<file path="config.mk">
export PLATFORM = sky130hd
export DESIGN_NAME = link_word_fifo
export DESIGN_NICKNAME = d
export VERILOG_FILES = /design/src/serial_link_bist_checker.sv
export SDC_FILE = /design/constraint.sdc
export NUM_CORES = 1
export LEC_CHECK = 0
export ABC_AREA = 1
export BUFFER_PORTS_ARGS = -buffer_cell sky130_fd_sc_hd__buf_2
export CORE_ASPECT_RATIO = 0.9
export CORE_MARGIN = 2
export CORE_UTILIZATION = 45
export CTS_CLUSTER_DIAMETER = 60
export DETAILED_ROUTE_END_ITERATION = 6
export HOLD_SLACK_MARGIN = 0.02
export PLACE_DENSITY = 0.66
export SLEW_MARGIN = 25
export SYNTH_ARGS = -nofsm -noshare
export SYNTH_HDL_FRONTEND = slang
export SYNTH_SLANG_ARGS = --single-unit
</file>
<file path="constraint.sdc">
create_clock -name clk -period 2.7 [get_ports clk]
set_input_delay 0.27 -clock clk [delete_from_list [all_inputs] [get_ports clk]]
set_output_delay 0.27 -clock clk [all_outputs]
set_load 0.02 [all_outputs]
</file>
<file path="src/serial_link_bist_checker.sv">
// Summary of operation
// - With the test enable high and pixel clock running, the sender emits a prbs7 payload at full speed.
// - In test mode the receiver tracks the incoming prbs7 and compares each payload to the expected one.
// - A payload with one to twenty-four bit errors pulls the result pin low for the first half of a core clock period.
// - Checking runs only while the receiver test enable is high and stops when it falls.
// - After checking stops the result pin holds high for no errors and low for any error.
// - The held verdict lasts until a new test, a reset or power down.
// - During the test the parallel outputs show an alternating checkerboard.
// - On seeing either command code in the control field the colour and control outputs are disabled.
// - Lock goes low whenever the embedded clock bits fail to form the expected clock.
// - Only payload bits are checked; embedded clock bits are watched by lock.
`timescale 1ns/1ns
`default_nettype none

module link_word_fifo #(
  parameter int unsigned WIDTH = 29,
  parameter int unsigned DEPTH = 8
) (
  input wire logic clk,
  input wire logic rstn,
  input wire logic ce,
  input wire logic in_valid,
  output logic in_ready,
  input wire logic [WIDTH-1:0] in_data,
  output logic out_valid,
  input wire logic out_ready,
  output logic [WIDTH-1:0] out_data
);
  localparam int unsigned AW = $clog2(DEPTH);
  logic [WIDTH-1:0] mem [DEPTH];
  logic [AW:0] wr_r;
  logic [AW:0] rd_r;
  logic push;
  logic pop;

  // full when pointers differ only in the wrap bit
  assign in_ready = !((wr_r[AW] != rd_r[AW]) && (wr_r[AW-1:0] == rd_r[AW-1:0]));
  assign out_valid = (wr_r != rd_r);
  assign out_data = mem[rd_r[AW-1:0]];
  assign push = ce && in_valid && in_ready;
  assign pop = ce && out_valid && out_ready;

  // storage needs no reset
  always_ff @(posedge clk) begin
    if (push) begin
      mem[wr_r[AW-1:0]] <= in_data;
    end
  end

  // pointers
  always_ff @(posedge clk or negedge rstn) begin
    if (!rstn) begin
      wr_r <= '0;
      rd_r <= '0;
    end else begin
      if (push) begin
        wr_r <= wr_r + 1'b1;
      end
      if (pop) begin
        rd_r <= rd_r + 1'b1;
      end
    end
  end
endmodule


`default_nettype wire
</file>
Word-level counts from Yosys, hierarchy flattened
Memory sizes are Yosys's and may differ from the RTL's. Cells that the tools add are included.

Reduce and logical (&&, ||, !) cells: 6. $add $sub $neg: 2. Eq/ne operators: 3. Muxes and demuxes: 2.

Operator list (number): $add A4 B1 Y4 const B (2); $logic_and A1 B1 Y1 (5); $ne A4 B4 Y1 (1); $eq A3 B3 Y1 (1); $mux W1 (2); $logic_not A1 Y1 (1); $ne A1 B1 Y1 (1).

Bits in writable memories: 232. Input bits: 34. Memories kept: 1. Output and inout bits: 31. Register bits: 8. Logic and storage cells: 16.

Memories: mem (words 8, width 29, read ports 1, clocked after Yosys merged registers in 0, write ports 1, line 30) `logic [WIDTH-1:0] mem [DEPTH];`.

Depth between registers and ports, before layout
Gate-level depths: netlist of the first run.

Depth after elaboration: 6. Gate-level depth with buffers: 9. Mapped depth without buffers: 8.

Worst setup path after synthesis of the first run
OpenSTA, ideal clock, no wires.

Path kind: register -> register. Start: register rd_r[0]. End: memory mem[2][0] (enable). Setup slack: -0.051 ns. Path buffers: 1. Data required time: 2.285 ns. Cell stages (with the launch flop): 9. Period minus slack after synthesis: 2.751 ns. Setup time: 0.415 ns. Arrival time: 2.336 ns. Path through: dfrtp_1 buf_6 inv_4 nand2_1 nand2_1 nor2_4 nand2_4 nand3_1 nor2_1.

Word-level cells in the longest chain between the ends: 6.

RTL lines: start, declared (line 32) `logic [AW:0] rd_r;`; start signal, assigned (line 60) `rd_r <= rd_r + 1'b1;`; $eq A3 B3 Y1 (line 37) `assign in_ready = !((wr_r[AW] != rd_r[AW]) && (wr_r[AW-1:0] == rd_r[AW-1:0]));`; $logic_and A1 B1 Y1 (line 37); $logic_not A1 Y1 (line 37); via in_ready (line 23) `output logic in_ready,`; $logic_and A1 B1 Y1 (line 40) `assign push = ce && in_valid && in_ready;`; $mux W1 (line 45) `if (push) begin`; $mux W1 (implied by the code) (line 46) `mem[wr_r[AW-1:0]] <= in_data;`; end, declared (line 30).

The timed path passes the listed nets, and every way through them passes these cells.

Worst setup path after layout of the first run
Start: register rd_r[0]. End: output out_data[19].

Word-level cells in the longest chain between the ends: 1.

RTL lines: $mem_v2 Z8 W29; end, declared (line 27) `output logic [WIDTH-1:0] out_data`.

Every way passes these cells.

==> impl_metrics.prom, run 1 <==
# TYPE chip_impl_metric gauge
chip_impl_metric{name="numPortBuffers",unit=""} 64
chip_impl_info{name="final_cell_mix",value="edfxtp_1 (232), nand2_1 (124), nor2_1 (118)"} 1
chip_impl_metric{name="drtAntennaViolNets",unit=""} 0
chip_impl_info{name="cts_tree",value="done"} 1
chip_impl_info{name="slowest_stage",value="dfrtp_4"} 1
chip_impl_info{name="timing.critical_path.cells",value="buf_8, o21ai_0, o22ai_1, nand2_1, nand2_1, buf_2"} 1
chip_impl_metric{name="antenna-diode-count",unit=""} 0
chip_impl_metric{name="drive_above_1_share",unit="%"} 16.39
chip_impl_info{name="timing.critical_path.mode_cell",value="nand2_1"} 1
chip_impl_metric{name="overflow",unit=""} 0
chip_impl_metric{name="cts.clk_slew.worst_paths",unit="ns"} 0.06
chip_impl_metric{name="initial_utilization",unit="%"} 45.78
chip_impl_info{name="startpoint_type_of_the_worst_setup_path",value="flip-flop"} 1
chip_impl_metric{name="cts_setup_buffers",unit=""} 0
chip_impl_metric{name="drc_errors",unit=""} 0
chip_impl_metric{name="clock_path_buffers",unit=""} 3
chip_impl_metric{name="area_growth",unit="%"} 17.71
chip_impl_metric{name="place_worst_setup_slack",unit="ns"} 0.4357
chip_impl_info{name="hp-class",value="input port to flip-flop"} 1
chip_impl_metric{name="coreArea",unit="mm2"} 0.02071
chip_impl_metric{name="worst_pin_slew",unit="ns"} 0.4900
chip_impl_metric{name="power.switching_fraction",unit="%"} 36.51
chip_impl_metric{name="crit_buf_inv",unit=""} 2
chip_impl_info{name="cpLargestDelayFamily",value="flip-flops"} 1
chip_impl_metric{name="iteration_count_of_the_initial_detailed_routing_pass",unit=""} 5
chip_impl_metric{name="numCtsBuffers",unit=""} 26
chip_impl_metric{name="synthesis.instances",unit=""} 742
chip_impl_metric{name="fp.dieW",unit="um"} 157.0
chip_impl_metric{name="period_share",unit="%"} 93.98
chip_impl_info{name="timing.critical_path.to_type",value="output port"} 1
chip_impl_metric{name="post-place-cells",unit=""} 1065
chip_impl_metric{name="timing.critical_path.arrival",unit="ns"} 2.27
chip_impl_metric{name="postRouteWirelength",unit="um"} 20690
chip_impl_metric{name="grt_start_max_net_pins",unit=""} 118
chip_impl_info{name="mostFrequentLayoutCell",value="edfxtp_1"} 1
chip_impl_metric{name="portion_of_the_post_synthesis_area_used_by_sequential_elements",unit="%"} 75.61
chip_impl_metric{name="finalNetCount",unit=""} 854
chip_impl_info{name="outcome",value="completed"} 1
chip_impl_metric{name="grt_use_total",unit="%"} 18.38
chip_impl_metric{name="peakVddDrop",unit="mV"} 0.5339
chip_impl_metric{name="floorplan.rows",unit=""} 50
chip_impl_metric{name="fin_tns_setup",unit="ns"} 0
chip_impl_metric{name="gp_routability_congestion",unit=""} 0.7819
chip_impl_metric{name="ys_seq_elements",unit=""} 240
chip_impl_metric{name="timing.reg2reg.setup_slack",unit="ns"} 0.34
chip_impl_metric{name="path_max_fanout",unit=""} 56
chip_impl_metric{name="number_of_antenna_violations_at_the_first_check_in_global_routing",unit=""} 0
chip_impl_metric{name="seqPwrFrac",unit="%"} 38.6
chip_impl_metric{name="worst_slew_margin_rel",unit="%"} 67.33
chip_impl_metric{name="post-route-worst-setup-slack",unit="ns"} 0.1627
chip_impl_metric{name="cts_sinks",unit=""} 240
chip_impl_metric{name="worstSkewPairLatency",unit="ns"} 0.52
chip_impl_metric{name="synth.cell_area",unit="mm2"} 0.009479
chip_impl_metric{name="dieHeight",unit="um"} 141.7
chip_impl_metric{name="grt_pass1_wl",unit="um"} 31250
chip_impl_metric{name="total_net_switching_power",unit="uW"} 4366
chip_impl_metric{name="slew_viol_final",unit=""} 0
chip_impl_metric{name="layout.cells.non_filler",unit=""} 1122
chip_impl_metric{name="route.detailed.wl_per_inst",unit="um"} 18.44
chip_impl_metric{name="yosysWarningCount",unit=""} 0
chip_impl_metric{name="hold_violations",unit=""} 0
chip_impl_metric{name="post_synth.cell_area_avg",unit="um2"} 12.78
chip_impl_metric{name="ioPinCount",unit=""} 65
chip_impl_metric{name="vias",unit=""} 5983
chip_impl_info{name="cts-root-buf",value="clkbuf_16"} 1
chip_impl_info{name="worstSetupPathType",value="flip-flop to output port"} 1
chip_impl_metric{name="cts-htree-levels",unit=""} 1
chip_impl_metric{name="combPwrFrac",unit="%"} 33.8
chip_impl_metric{name="detailedPlacementHpwl",unit="um"} 10930
chip_impl_metric{name="finalWorstPathRequiredPeriod",unit="ns"} 2.537
chip_impl_metric{name="clock_power_share",unit="%"} 27.7
chip_impl_metric{name="clock_skew",unit="ns"} 0.01198
chip_impl_metric{name="mappedNetlistNets",unit=""} 778
chip_impl_metric{name="avgViaCountPerCell",unit=""} 5.332
chip_impl_metric{name="power-per-cell-area",unit="mW/mm2"} 1071
chip_impl_metric{name="p_leak",unit="uW"} 0.003941
chip_impl_metric{name="final_util",unit="%"} 53.89
chip_impl_metric{name="drv_cap",unit=""} 0
chip_impl_metric{name="floorplan.die_area",unit="mm2"} 0.02224
chip_impl_metric{name="first_global_vias",unit=""} 5577
chip_impl_metric{name="achievable-frequency",unit="GHz"} 0.3941
chip_impl_metric{name="worst_ep_required_time",unit="ns"} 2.43
chip_impl_metric{name="internal_power",unit="uW"} 7590
chip_impl_info{name="grt_setup_unrepaired",value="no"} 1
chip_impl_metric{name="setup_viol",unit=""} 0
chip_impl_metric{name="drtIter0Drc",unit=""} 566
chip_impl_metric{name="cp_slowest_stage_delay",unit="ns"} 0.66
chip_impl_metric{name="netlist-cell-type-count",unit=""} 25
-- routing by layer --
metal | global-route usage [%] | up-vias | routed length [um]
li1 | - | 2852 | -
met1 | 26.97 | 2900 | 9389
met2 | 28.81 | 199 | 9527
met3 | 2.718 | 32 | 1392
met4 | 5.215 | 0 | 383
met5 | 0 | - | 0
-- cell type report --
cell class | count | area, um2
Tap cell | 286 | 357.8
Inverter | 10 | 40.04
Fill cell | 1710 | 9549
Sequential cell | 240 | 7172
Multi-Input combinational cell | 446 | 2100
Clock buffer | 32 | 694.4
Clock inverter | 14 | 105.1
Timing Repair Buffer | 94 | 689.4
-- power by group through the flow --
stage / logic, uW / clock network (uW) / registers, uW
final: 4040 / 3310 / 4610
after global routing: 4460 / 3500 / 4640
after CTS: 3970 / 3360 / 4600
after detailed placement: 3930 / 0 / 4680
after global placement: 3890 / 0 / 4670
after floorplan: 2810 / 0 / 4580
-- path summary, 6_finish.rpt --
check                            start           end  cells after the start
min in group asynchronous         rstn       rd_r[1]                      2
min                        in_data[12]    mem[0][12]                      1
max                            rd_r[0]  out_data[19]                      6
min reg2reg                    wr_r[3]       wr_r[3]                      2
max reg2reg                    rd_r[0]     mem[4][8]                      8
max in group asynchronous         rstn       rd_r[0]                      2
-- flip-flops by register name, summed over array words and instances, names as in the netlist --
register / cells
rd_r: 4
mem: 232
wr_r: 4
-- through the flow --
step,cell area (um2),power (uW),hold slack [ns]
after global routing,11160,12600,0.02653
after global placement,10210,8560,0.1427
after floorplan,9479,7390,-0.02559
after CTS,11120,11940,0.02048
after detailed placement,10210,8607,0.1400
final,11160,11960,0.03154
-- worst reg2reg max path: stages, from the launching register on --
cell and delay, ns:
dfrtp_4 0.63, inv_4 0.16, nand2_1 0.07, nand2_1 0.12
nor2_4 0.06, nand2_4 0.11, nand3_1 0.26, nor2_4 0.15
buf_4 0.43
-- logic make-up (layout without fill, tap and decap cells) --
logic type,after synthesis,count (layout),share of synthesized area [%]
AO/OA/AOI/OAI,175,175,10.01
adder cells (fa/ha/maj),2,2,0.2639
AND/OR/NAND/NOR,267,267,11.14
flip-flops,240,240,75.61
XOR/XNOR,2,2,0.1848
buffers and inverters,56,150,2.798
-- cell usage after synthesis --
library cell	count	area, um2
ha_1	2	25.02
nand2_1	124	465.5
nor2_4	1	11.26
xor2_1	2	17.52
nor2_1	125	469.2
dfrtp_1	8	200.2
nor3_1	1	5.000
nand3_2	1	10.01
buf_6	2	22.52
nand4_1	5	31.28
nand3_1	7	35.03
buf_2	12	60.06
o21ai_1	10	50.05
nand2_2	1	6.260
nand2_4	2	22.52
inv_4	1	6.260
edfxtp_1	232	6967
inv_1	7	26.28
a21oi_1	1	5.000
clkbuf_1	25	93.84
inv_2	2	7.510
o21ai_0	106	530.5
buf_4	6	45.04
o22ai_1	58	362.9
buf_1	1	3.750
-- what timing repair did --
item	CTS	global route
hold buffers	10	0
endpoints found under the hold margin	78	0
resized for setup	2	5
gates cloned	0	1
pin swaps	0	0
endpoints found under the setup margin	2	25
Power figures use the tool's default switching activity.
==> run 2: changes to the inputs <==
- BUFFER_PORTS_ARGS: -buffer_cell sky130_fd_sc_hd__buf_2 -> -buffer_cell sky130_fd_sc_hd__buf_4
==> impl_metrics.prom, run 2 (synthesis results as in run 1) <==
# TYPE chip_impl_metric gauge
chip_impl_info{name="outcome",value="completed"} 1
chip_impl_info{name="slowest_stage",value="dfrtp_2"} 1
chip_impl_metric{name="hold_violations",unit=""} 0
chip_impl_info{name="cts-root-buf",value="clkbuf_16"} 1
chip_impl_metric{name="first_global_vias",unit=""} 5955
chip_impl_metric{name="layout.cells.non_filler",unit=""} 1145
chip_impl_metric{name="grt_pass1_wl",unit="um"} 32260
chip_impl_metric{name="cp_slowest_stage_delay",unit="ns"} 0.52
chip_impl_metric{name="overflow",unit=""} 0
chip_impl_metric{name="fp.dieW",unit="um"} 157.0
chip_impl_metric{name="crit_buf_inv",unit=""} 3
chip_impl_metric{name="floorplan.die_area",unit="mm2"} 0.02224
chip_impl_info{name="grt_setup_unrepaired",value="no"} 1
chip_impl_metric{name="achievable-frequency",unit="GHz"} 0.3985
chip_impl_metric{name="setup_viol",unit=""} 0
chip_impl_metric{name="route.detailed.wl_per_inst",unit="um"} 17.87
chip_impl_metric{name="worst_ep_required_time",unit="ns"} 2.43
chip_impl_metric{name="power-per-cell-area",unit="mW/mm2"} 1064
chip_impl_metric{name="rr_worst_depth",unit=""} 8
chip_impl_metric{name="path_max_fanout",unit=""} 58
chip_impl_info{name="timing.critical_path.cells",value="inv_2, clkbuf_8, o21ai_0, o22ai_1, nand2_1, nand2_1, buf_4"} 1
chip_impl_metric{name="vias",unit=""} 6006
chip_impl_metric{name="worst_slew_margin_rel",unit="%"} 62.04
chip_impl_metric{name="iteration_count_of_the_initial_detailed_routing_pass",unit=""} 5
chip_impl_metric{name="cts_sinks",unit=""} 240
chip_impl_metric{name="placed_area",unit="mm2"} 0.01038
chip_impl_info{name="final_cell_mix",value="edfxtp_1 (232), nand2_1 (124), nor2_1 (118)"} 1
chip_impl_metric{name="cts-htree-levels",unit=""} 1
chip_impl_metric{name="clock_path_buffers",unit=""} 3
chip_impl_metric{name="cts.clk_slew.worst_paths",unit="ns"} 0.06
chip_impl_metric{name="grt_start_max_net_pins",unit=""} 90
chip_impl_metric{name="largest_register_ff_count",unit=""} 232
chip_impl_metric{name="initial_utilization",unit="%"} 45.78
chip_impl_metric{name="numPortBuffers",unit=""} 64
chip_impl_metric{name="clock_skew",unit="ns"} 0.007306
chip_impl_info{name="cp-startpoint",value="rd_r[1]"} 1
chip_impl_metric{name="peakVddDrop",unit="mV"} 0.6668
chip_impl_metric{name="drv_cap",unit=""} 0
chip_impl_info{name="worstSetupPathType",value="flip-flop to output port"} 1
chip_impl_metric{name="coreArea",unit="mm2"} 0.02071
chip_impl_metric{name="total_power_after_layout",unit="uW"} 12230
chip_impl_info{name="cpLargestDelayFamily",value="buffers and inverters"} 1
chip_impl_metric{name="crit_cells",unit=""} 7
chip_impl_metric{name="drc_errors",unit=""} 0
chip_impl_metric{name="ioPinCount",unit=""} 65
chip_impl_metric{name="drtIter0Drc",unit=""} 439
chip_impl_metric{name="slew_viol_final",unit=""} 0
chip_impl_metric{name="period_share",unit="%"} 92.95
chip_impl_metric{name="grt_use_total",unit="%"} 18.76
chip_impl_metric{name="antenna-diode-count",unit=""} 0
chip_impl_info{name="timing.critical_path.mode_cell",value="nand2_1"} 1
chip_impl_metric{name="area_growth",unit="%"} 21.32
chip_impl_metric{name="worstSkewPairLatency",unit="ns"} 0.52
chip_impl_info{name="timing.critical_path.to_type",value="output port"} 1
chip_impl_metric{name="number_of_antenna_violations_at_the_first_check_in_global_routing",unit=""} 0
chip_impl_metric{name="dieHeight",unit="um"} 141.7
chip_impl_metric{name="fill_count",unit=""} 1684
chip_impl_info{name="mostFrequentLayoutCell",value="edfxtp_1"} 1
chip_impl_metric{name="timing.critical_path.arrival",unit="ns"} 2.24
chip_impl_metric{name="avgViaCountPerCell",unit=""} 5.245
chip_impl_metric{name="worst_pin_slew",unit="ns"} 0.5695
chip_impl_metric{name="p_leak",unit="uW"} 0.004083
chip_impl_info{name="hold_path.startpoint",value="out_ready"} 1
chip_impl_metric{name="drive_above_1_share",unit="%"} 16.30
chip_impl_metric{name="final_util",unit="%"} 55.53
chip_impl_metric{name="fin_tns_setup",unit="ns"} 0
chip_impl_metric{name="post-place-cells",unit=""} 1070
chip_impl_info{name="worstReg2RegStart",value="rd_r[2]"} 1
chip_impl_metric{name="gp_routability_congestion",unit=""} 0.8480
chip_impl_info{name="startpoint_type_of_the_worst_setup_path",value="flip-flop"} 1
chip_impl_metric{name="detailedPlacementHpwl",unit="um"} 11310
chip_impl_metric{name="postRouteWirelength",unit="um"} 20460
chip_impl_metric{name="drtAntennaViolNets",unit=""} 0
chip_impl_info{name="cts_tree",value="done"} 1
chip_impl_metric{name="final_cell_area",unit="mm2"} 0.01150
chip_impl_metric{name="numCtsBuffers",unit=""} 25
chip_impl_metric{name="floorplan.rows",unit=""} 50
chip_impl_info{name="hp-class",value="input port to flip-flop"} 1
chip_impl_metric{name="finalWorstPathRequiredPeriod",unit="ns"} 2.510
chip_impl_metric{name="hold_path_depth",unit=""} 3
chip_impl_metric{name="finalNetCount",unit=""} 877
==> run 2: changes by cell type in the layout (fill, tap and decap cells not counted), sizes merged <==
| cell | before | now |
|---|---|---|
| clkbuf | 33 | 31 |
| inv | 12 | 11 |
| bufinv | 1 | 3 |
| buf | 83 | 87 |
| dlygate4sd3 | 10 | 30 |
==> run 2: repair_timing <==
item                                    in CTS  in global routing
gates resized for setup                      0                  3
endpoints found under the hold margin      240                  0
setup buffers                                0                  0
endpoints found under the setup margin       0                 29
hold buffers                                30                  0
==> run 2: final timing paths <==
path / to / slack (ns)
setup / recovery: out_data[15] / 0.19
hold / removal: rd_r[3] / 0.06
setup reg to reg: mem[2][5] / 0.52
hold reg to reg: wr_r[3] / 0.53
max in group asynchronous: rd_r[0] / 2.42
min in group asynchronous: wr_r[3] / 0.13
==> run 2: where the power goes <==
part	switching (uW)	internal (uW)	total, uW
sequential	151	4420	4570
clock	1380	2000	3370
combinational	2830	1460	4290
total	4360	7880	12200
==> run 2: per-layer routing <==
layer,part of all wire [%],track usage (%),vias to the layer above
met5,0,0,-
met4,2.2,5.649,0
met3,4.5,2.871,35
met2,46,30.38,145
met1,47,26.41,2937
li1,-,-,2889
==> run 2: final cells by class <==
class	count	area [um2]	area share [%]
clock inverter	15	165.2	1.436
clock buffer	30	644.4	5.603
sequential	240	7172	62.37
inverter	10	40.04	0.3482
timing repair buffer	118	1021	8.878
tap	286	357.8	3.112
multi-input combinational	446	2100	18.26
==> run 2: tightest hold or removal path, cell delays in order <==
cell and delay [ns]:
buf_4 0.11, nand4_1 0.09, nand2_1 0.07
==> run 2: stage by stage <==
step / worst slack (ns) / hold slack (ns)
after floorplan: -0.05052 / -0.02559
after global placement: 0.5891 / 0.1021
after detailed placement: 0.5392 / 0.1004
after CTS: 0.02026 / 0.04614
after global routing: 0.01596 / 0.05376
final: 0.1903 / 0.05816
==> run 3: changes to the inputs <==
--- a/config.mk
+++ b/config.mk
@@ -11,3 +11,3 @@
 export CORE_MARGIN = 2
-export CORE_UTILIZATION = 45
+export CORE_UTILIZATION = 50
 export CTS_CLUSTER_DIAMETER = 60
@@ -15,3 +15,4 @@
 export HOLD_SLACK_MARGIN = 0.02
-export PLACE_DENSITY = 0.66
+export PLACE_DENSITY = 0.72
+export SKIP_CTS_REPAIR_TIMING = 1
 export SLEW_MARGIN = 25
==> constraint.sdc (replaced) <==
create_clock -name clk -period 2.7 [get_ports clk]
set_input_delay 0.54 -clock clk [delete_from_list [all_inputs] [get_ports clk]]
set_output_delay 0.54 -clock clk [all_outputs]
set_load 0.02 [all_outputs]
==> impl_metrics.prom, run 3 (synthesis results as in run 1) <==
# TYPE chip_impl_metric gauge
chip_impl_metric{name="final_util",unit="%"} 60.42
chip_impl_info{name="holdPathEnd",value="mem[3][16]"} 1
chip_impl_metric{name="hold_path_depth",unit=""} 1
chip_impl_metric{name="finalWorstPathRequiredPeriod",unit="ns"} 2.537
chip_impl_metric{name="cts.clk_slew.worst_paths",unit="ns"} 0.06
chip_impl_info{name="timing.critical_path.to_type",value="output port"} 1
chip_impl_metric{name="dieHeight",unit="um"} 134.6
chip_impl_metric{name="grt_start_max_net_pins",unit=""} 64
chip_impl_metric{name="total_net_switching_power",unit="uW"} 4336
chip_impl_metric{name="floorplan.rows",unit=""} 47
chip_impl_metric{name="clock_path_buffers",unit=""} 3
chip_impl_metric{name="timing.reg2reg.setup_slack",unit="ns"} 0.55
chip_impl_metric{name="postRouteWirelength",unit="um"} 20610
chip_impl_metric{name="fill_count",unit=""} 1414
chip_impl_metric{name="route.detailed.wl_per_inst",unit="um"} 19.08
chip_impl_metric{name="power-per-cell-area",unit="mW/mm2"} 1087
chip_impl_metric{name="p_leak",unit="uW"} 0.003974
chip_impl_metric{name="slew_viol_final",unit=""} 0
chip_impl_info{name="final_cell_mix",value="edfxtp_1 (232), nand2_1 (124), nor2_1 (118)"} 1
chip_impl_metric{name="total_power_after_layout",unit="uW"} 12130
chip_impl_metric{name="drc_errors",unit=""} 0
chip_impl_info{name="outcome",value="completed"} 1
chip_impl_metric{name="grt_use_total",unit="%"} 21.12
chip_impl_metric{name="cts_sinks",unit=""} 240
chip_impl_metric{name="cp_slowest_stage_delay",unit="ns"} 0.46
chip_impl_info{name="reg2reg_to",value="mem[4][8]"} 1
chip_impl_metric{name="iteration_count_of_the_initial_detailed_routing_pass",unit=""} 5
chip_impl_metric{name="detailedPlacementHpwl",unit="um"} 11790
chip_impl_metric{name="rr_worst_depth",unit=""} 8
chip_impl_info{name="mostFrequentLayoutCell",value="edfxtp_1"} 1
chip_impl_info{name="hp-class",value="input port to flip-flop"} 1
chip_impl_metric{name="setup_viol",unit=""} 0
chip_impl_metric{name="achievable-frequency",unit="GHz"} 0.3941
chip_impl_metric{name="number_of_antenna_violations_at_the_first_check_in_global_routing",unit=""} 0
chip_impl_info{name="cpLargestDelayFamily",value="buffers and inverters"} 1
chip_impl_metric{name="path_max_fanout",unit=""} 33
chip_impl_metric{name="worstSkewPairLatency",unit="ns"} 0.51
chip_impl_metric{name="crit_cells",unit=""} 6
chip_impl_metric{name="hold_violations",unit=""} 0
chip_impl_metric{name="internal_power",unit="uW"} 7796
chip_impl_metric{name="fin_hold_ws",unit="ns"} 0.2579
chip_impl_metric{name="multi_input_comb_area",unit="mm2"} 0.002100
chip_impl_metric{name="coreArea",unit="mm2"} 0.01847
chip_impl_metric{name="largest_register_ff_count",unit=""} 232
chip_impl_metric{name="crit_buf_inv",unit=""} 2
chip_impl_metric{name="fp.dieW",unit="um"} 149.1
chip_impl_metric{name="peakVddDrop",unit="mV"} 0.7149
chip_impl_info{name="worstReg2RegStart",value="rd_r[1]"} 1
chip_impl_metric{name="finalNetCount",unit=""} 853
chip_impl_metric{name="drv_cap",unit=""} 0
chip_impl_metric{name="first_global_vias",unit=""} 6117
chip_impl_metric{name="clock_skew",unit="ns"} 0.01501
chip_impl_metric{name="vias",unit=""} 6132
chip_impl_info{name="slowest_stage",value="dfrtp_4"} 1
chip_impl_metric{name="worst_pin_slew",unit="ns"} 0.4329
chip_impl_metric{name="period_share",unit="%"} 93.97
chip_impl_metric{name="gp_routability_congestion",unit=""} 0.8086
chip_impl_metric{name="worst_slew_margin_rel",unit="%"} 71.14
chip_impl_metric{name="antenna-diode-count",unit=""} 0
chip_impl_metric{name="power.switching_fraction",unit="%"} 35.74
chip_impl_info{name="worstSetupPathType",value="flip-flop to output port"} 1
chip_impl_metric{name="combPwrFrac",unit="%"} 35.8
chip_impl_metric{name="drtAntennaViolNets",unit=""} 0
chip_impl_metric{name="area_growth",unit="%"} 17.70
chip_impl_metric{name="grt_pass1_wl",unit="um"} 32750
chip_impl_info{name="cts_tree",value="done"} 1
chip_impl_metric{name="avgViaCountPerCell",unit=""} 5.678
chip_impl_info{name="timing.critical_path.cells",value="buf_4, o21ai_0, o22ai_1, nand2_1, nand2_1, buf_4"} 1
chip_impl_info{name="grt_setup_unrepaired",value="yes"} 1
chip_impl_metric{name="seqPwrFrac",unit="%"} 37.6
chip_impl_metric{name="drive_above_1_share",unit="%"} 17.25
chip_impl_metric{name="overflow",unit=""} 0
chip_impl_metric{name="ioPinCount",unit=""} 65
chip_impl_metric{name="timing.critical_path.arrival",unit="ns"} 2.00
chip_impl_info{name="hold_path.startpoint",value="in_data[16]"} 1
chip_impl_metric{name="initial_utilization",unit="%"} 51.33
chip_impl_metric{name="floorplan.die_area",unit="mm2"} 0.02008
chip_impl_info{name="cts-root-buf",value="clkbuf_16"} 1
chip_impl_metric{name="cts-htree-levels",unit=""} 1
chip_impl_metric{name="numCtsBuffers",unit=""} 25
chip_impl_metric{name="clock_power_share",unit="%"} 26.6
chip_impl_metric{name="numPortBuffers",unit=""} 64
chip_impl_metric{name="worst_ep_required_time",unit="ns"} 2.16
chip_impl_info{name="startpoint_type_of_the_worst_setup_path",value="flip-flop"} 1
chip_impl_metric{name="drtIter0Drc",unit=""} 563
chip_impl_metric{name="seq_area",unit="mm2"} 0.007172
[run 3: cell types whose count changed in the layout (fill, tap and decap cells not counted), moves of 2 or more]
| cell | before | now |
|---|---|---|
| buf_4 | 82 | 85 |
| clkinv_2 | 3 | 5 |
| dlygate4sd3_1 | 30 | 1 |
| buf_8 | 0 | 2 |
| buf_6 | 1 | 4 |
| buf_12 | 4 | 2 |
[run 3: worst max path at each step]
stage	start	to	slack, ns
CTS	rd_r[0]	out_data[15]	0.01
global placement	rd_r[1]	out_data[4]	0.61
finish	rd_r[0]	out_data[19]	0.16
global route	rd_r[0]	out_data[15]	-0.002
floorplan	rd_r[0]	mem[2][0]	-0.05
detailed placement	rd_r[1]	out_data[8]	0.55
[run 3: layer usage]
metal,vias to the layer above,global-route usage (%),routed length [um]
met1,3043,29.86,8899
met3,40,2.872,1223
met5,-,0,0
met4,0,6.296,506
li1,2841,-,-
met2,208,34.69,9981
[run 3: through the flow]
stage	setup TNS [ns]	setup slack [ns]	cells	area (um2)
5_1_grt	-0.002352	-0.002352	1080	11160
3_5_place_dp	0	0.5541	1034	10340
3_3_place_gp	0	0.6079	1034	10340
6_report	0	0.1629	1080	11160
2_1_floorplan	-4.395	-0.05052	742	9479
4_1_cts	0	0.01491	1079	11120
[run 3: power groups by stage]
stage	Combinational [uW]	Sequential, uW	Clock, uW
global placement	4170	4610	0
detailed placement	4280	4630	0
global route	4780	4580	3430
CTS	4310	4550	3280
floorplan	2810	4580	0
finish	4350	4560	3220
[run 3: final cells by class]
class,count,share of cell area (%)
Tap cell,245,2.748
Sequential cell,240,64.28
Multi-Input combinational cell,446,18.82
Inverter,10,0.3701
Clock buffer,30,5.775
Clock inverter,15,1.166
Timing Repair Buffer,94,6.841
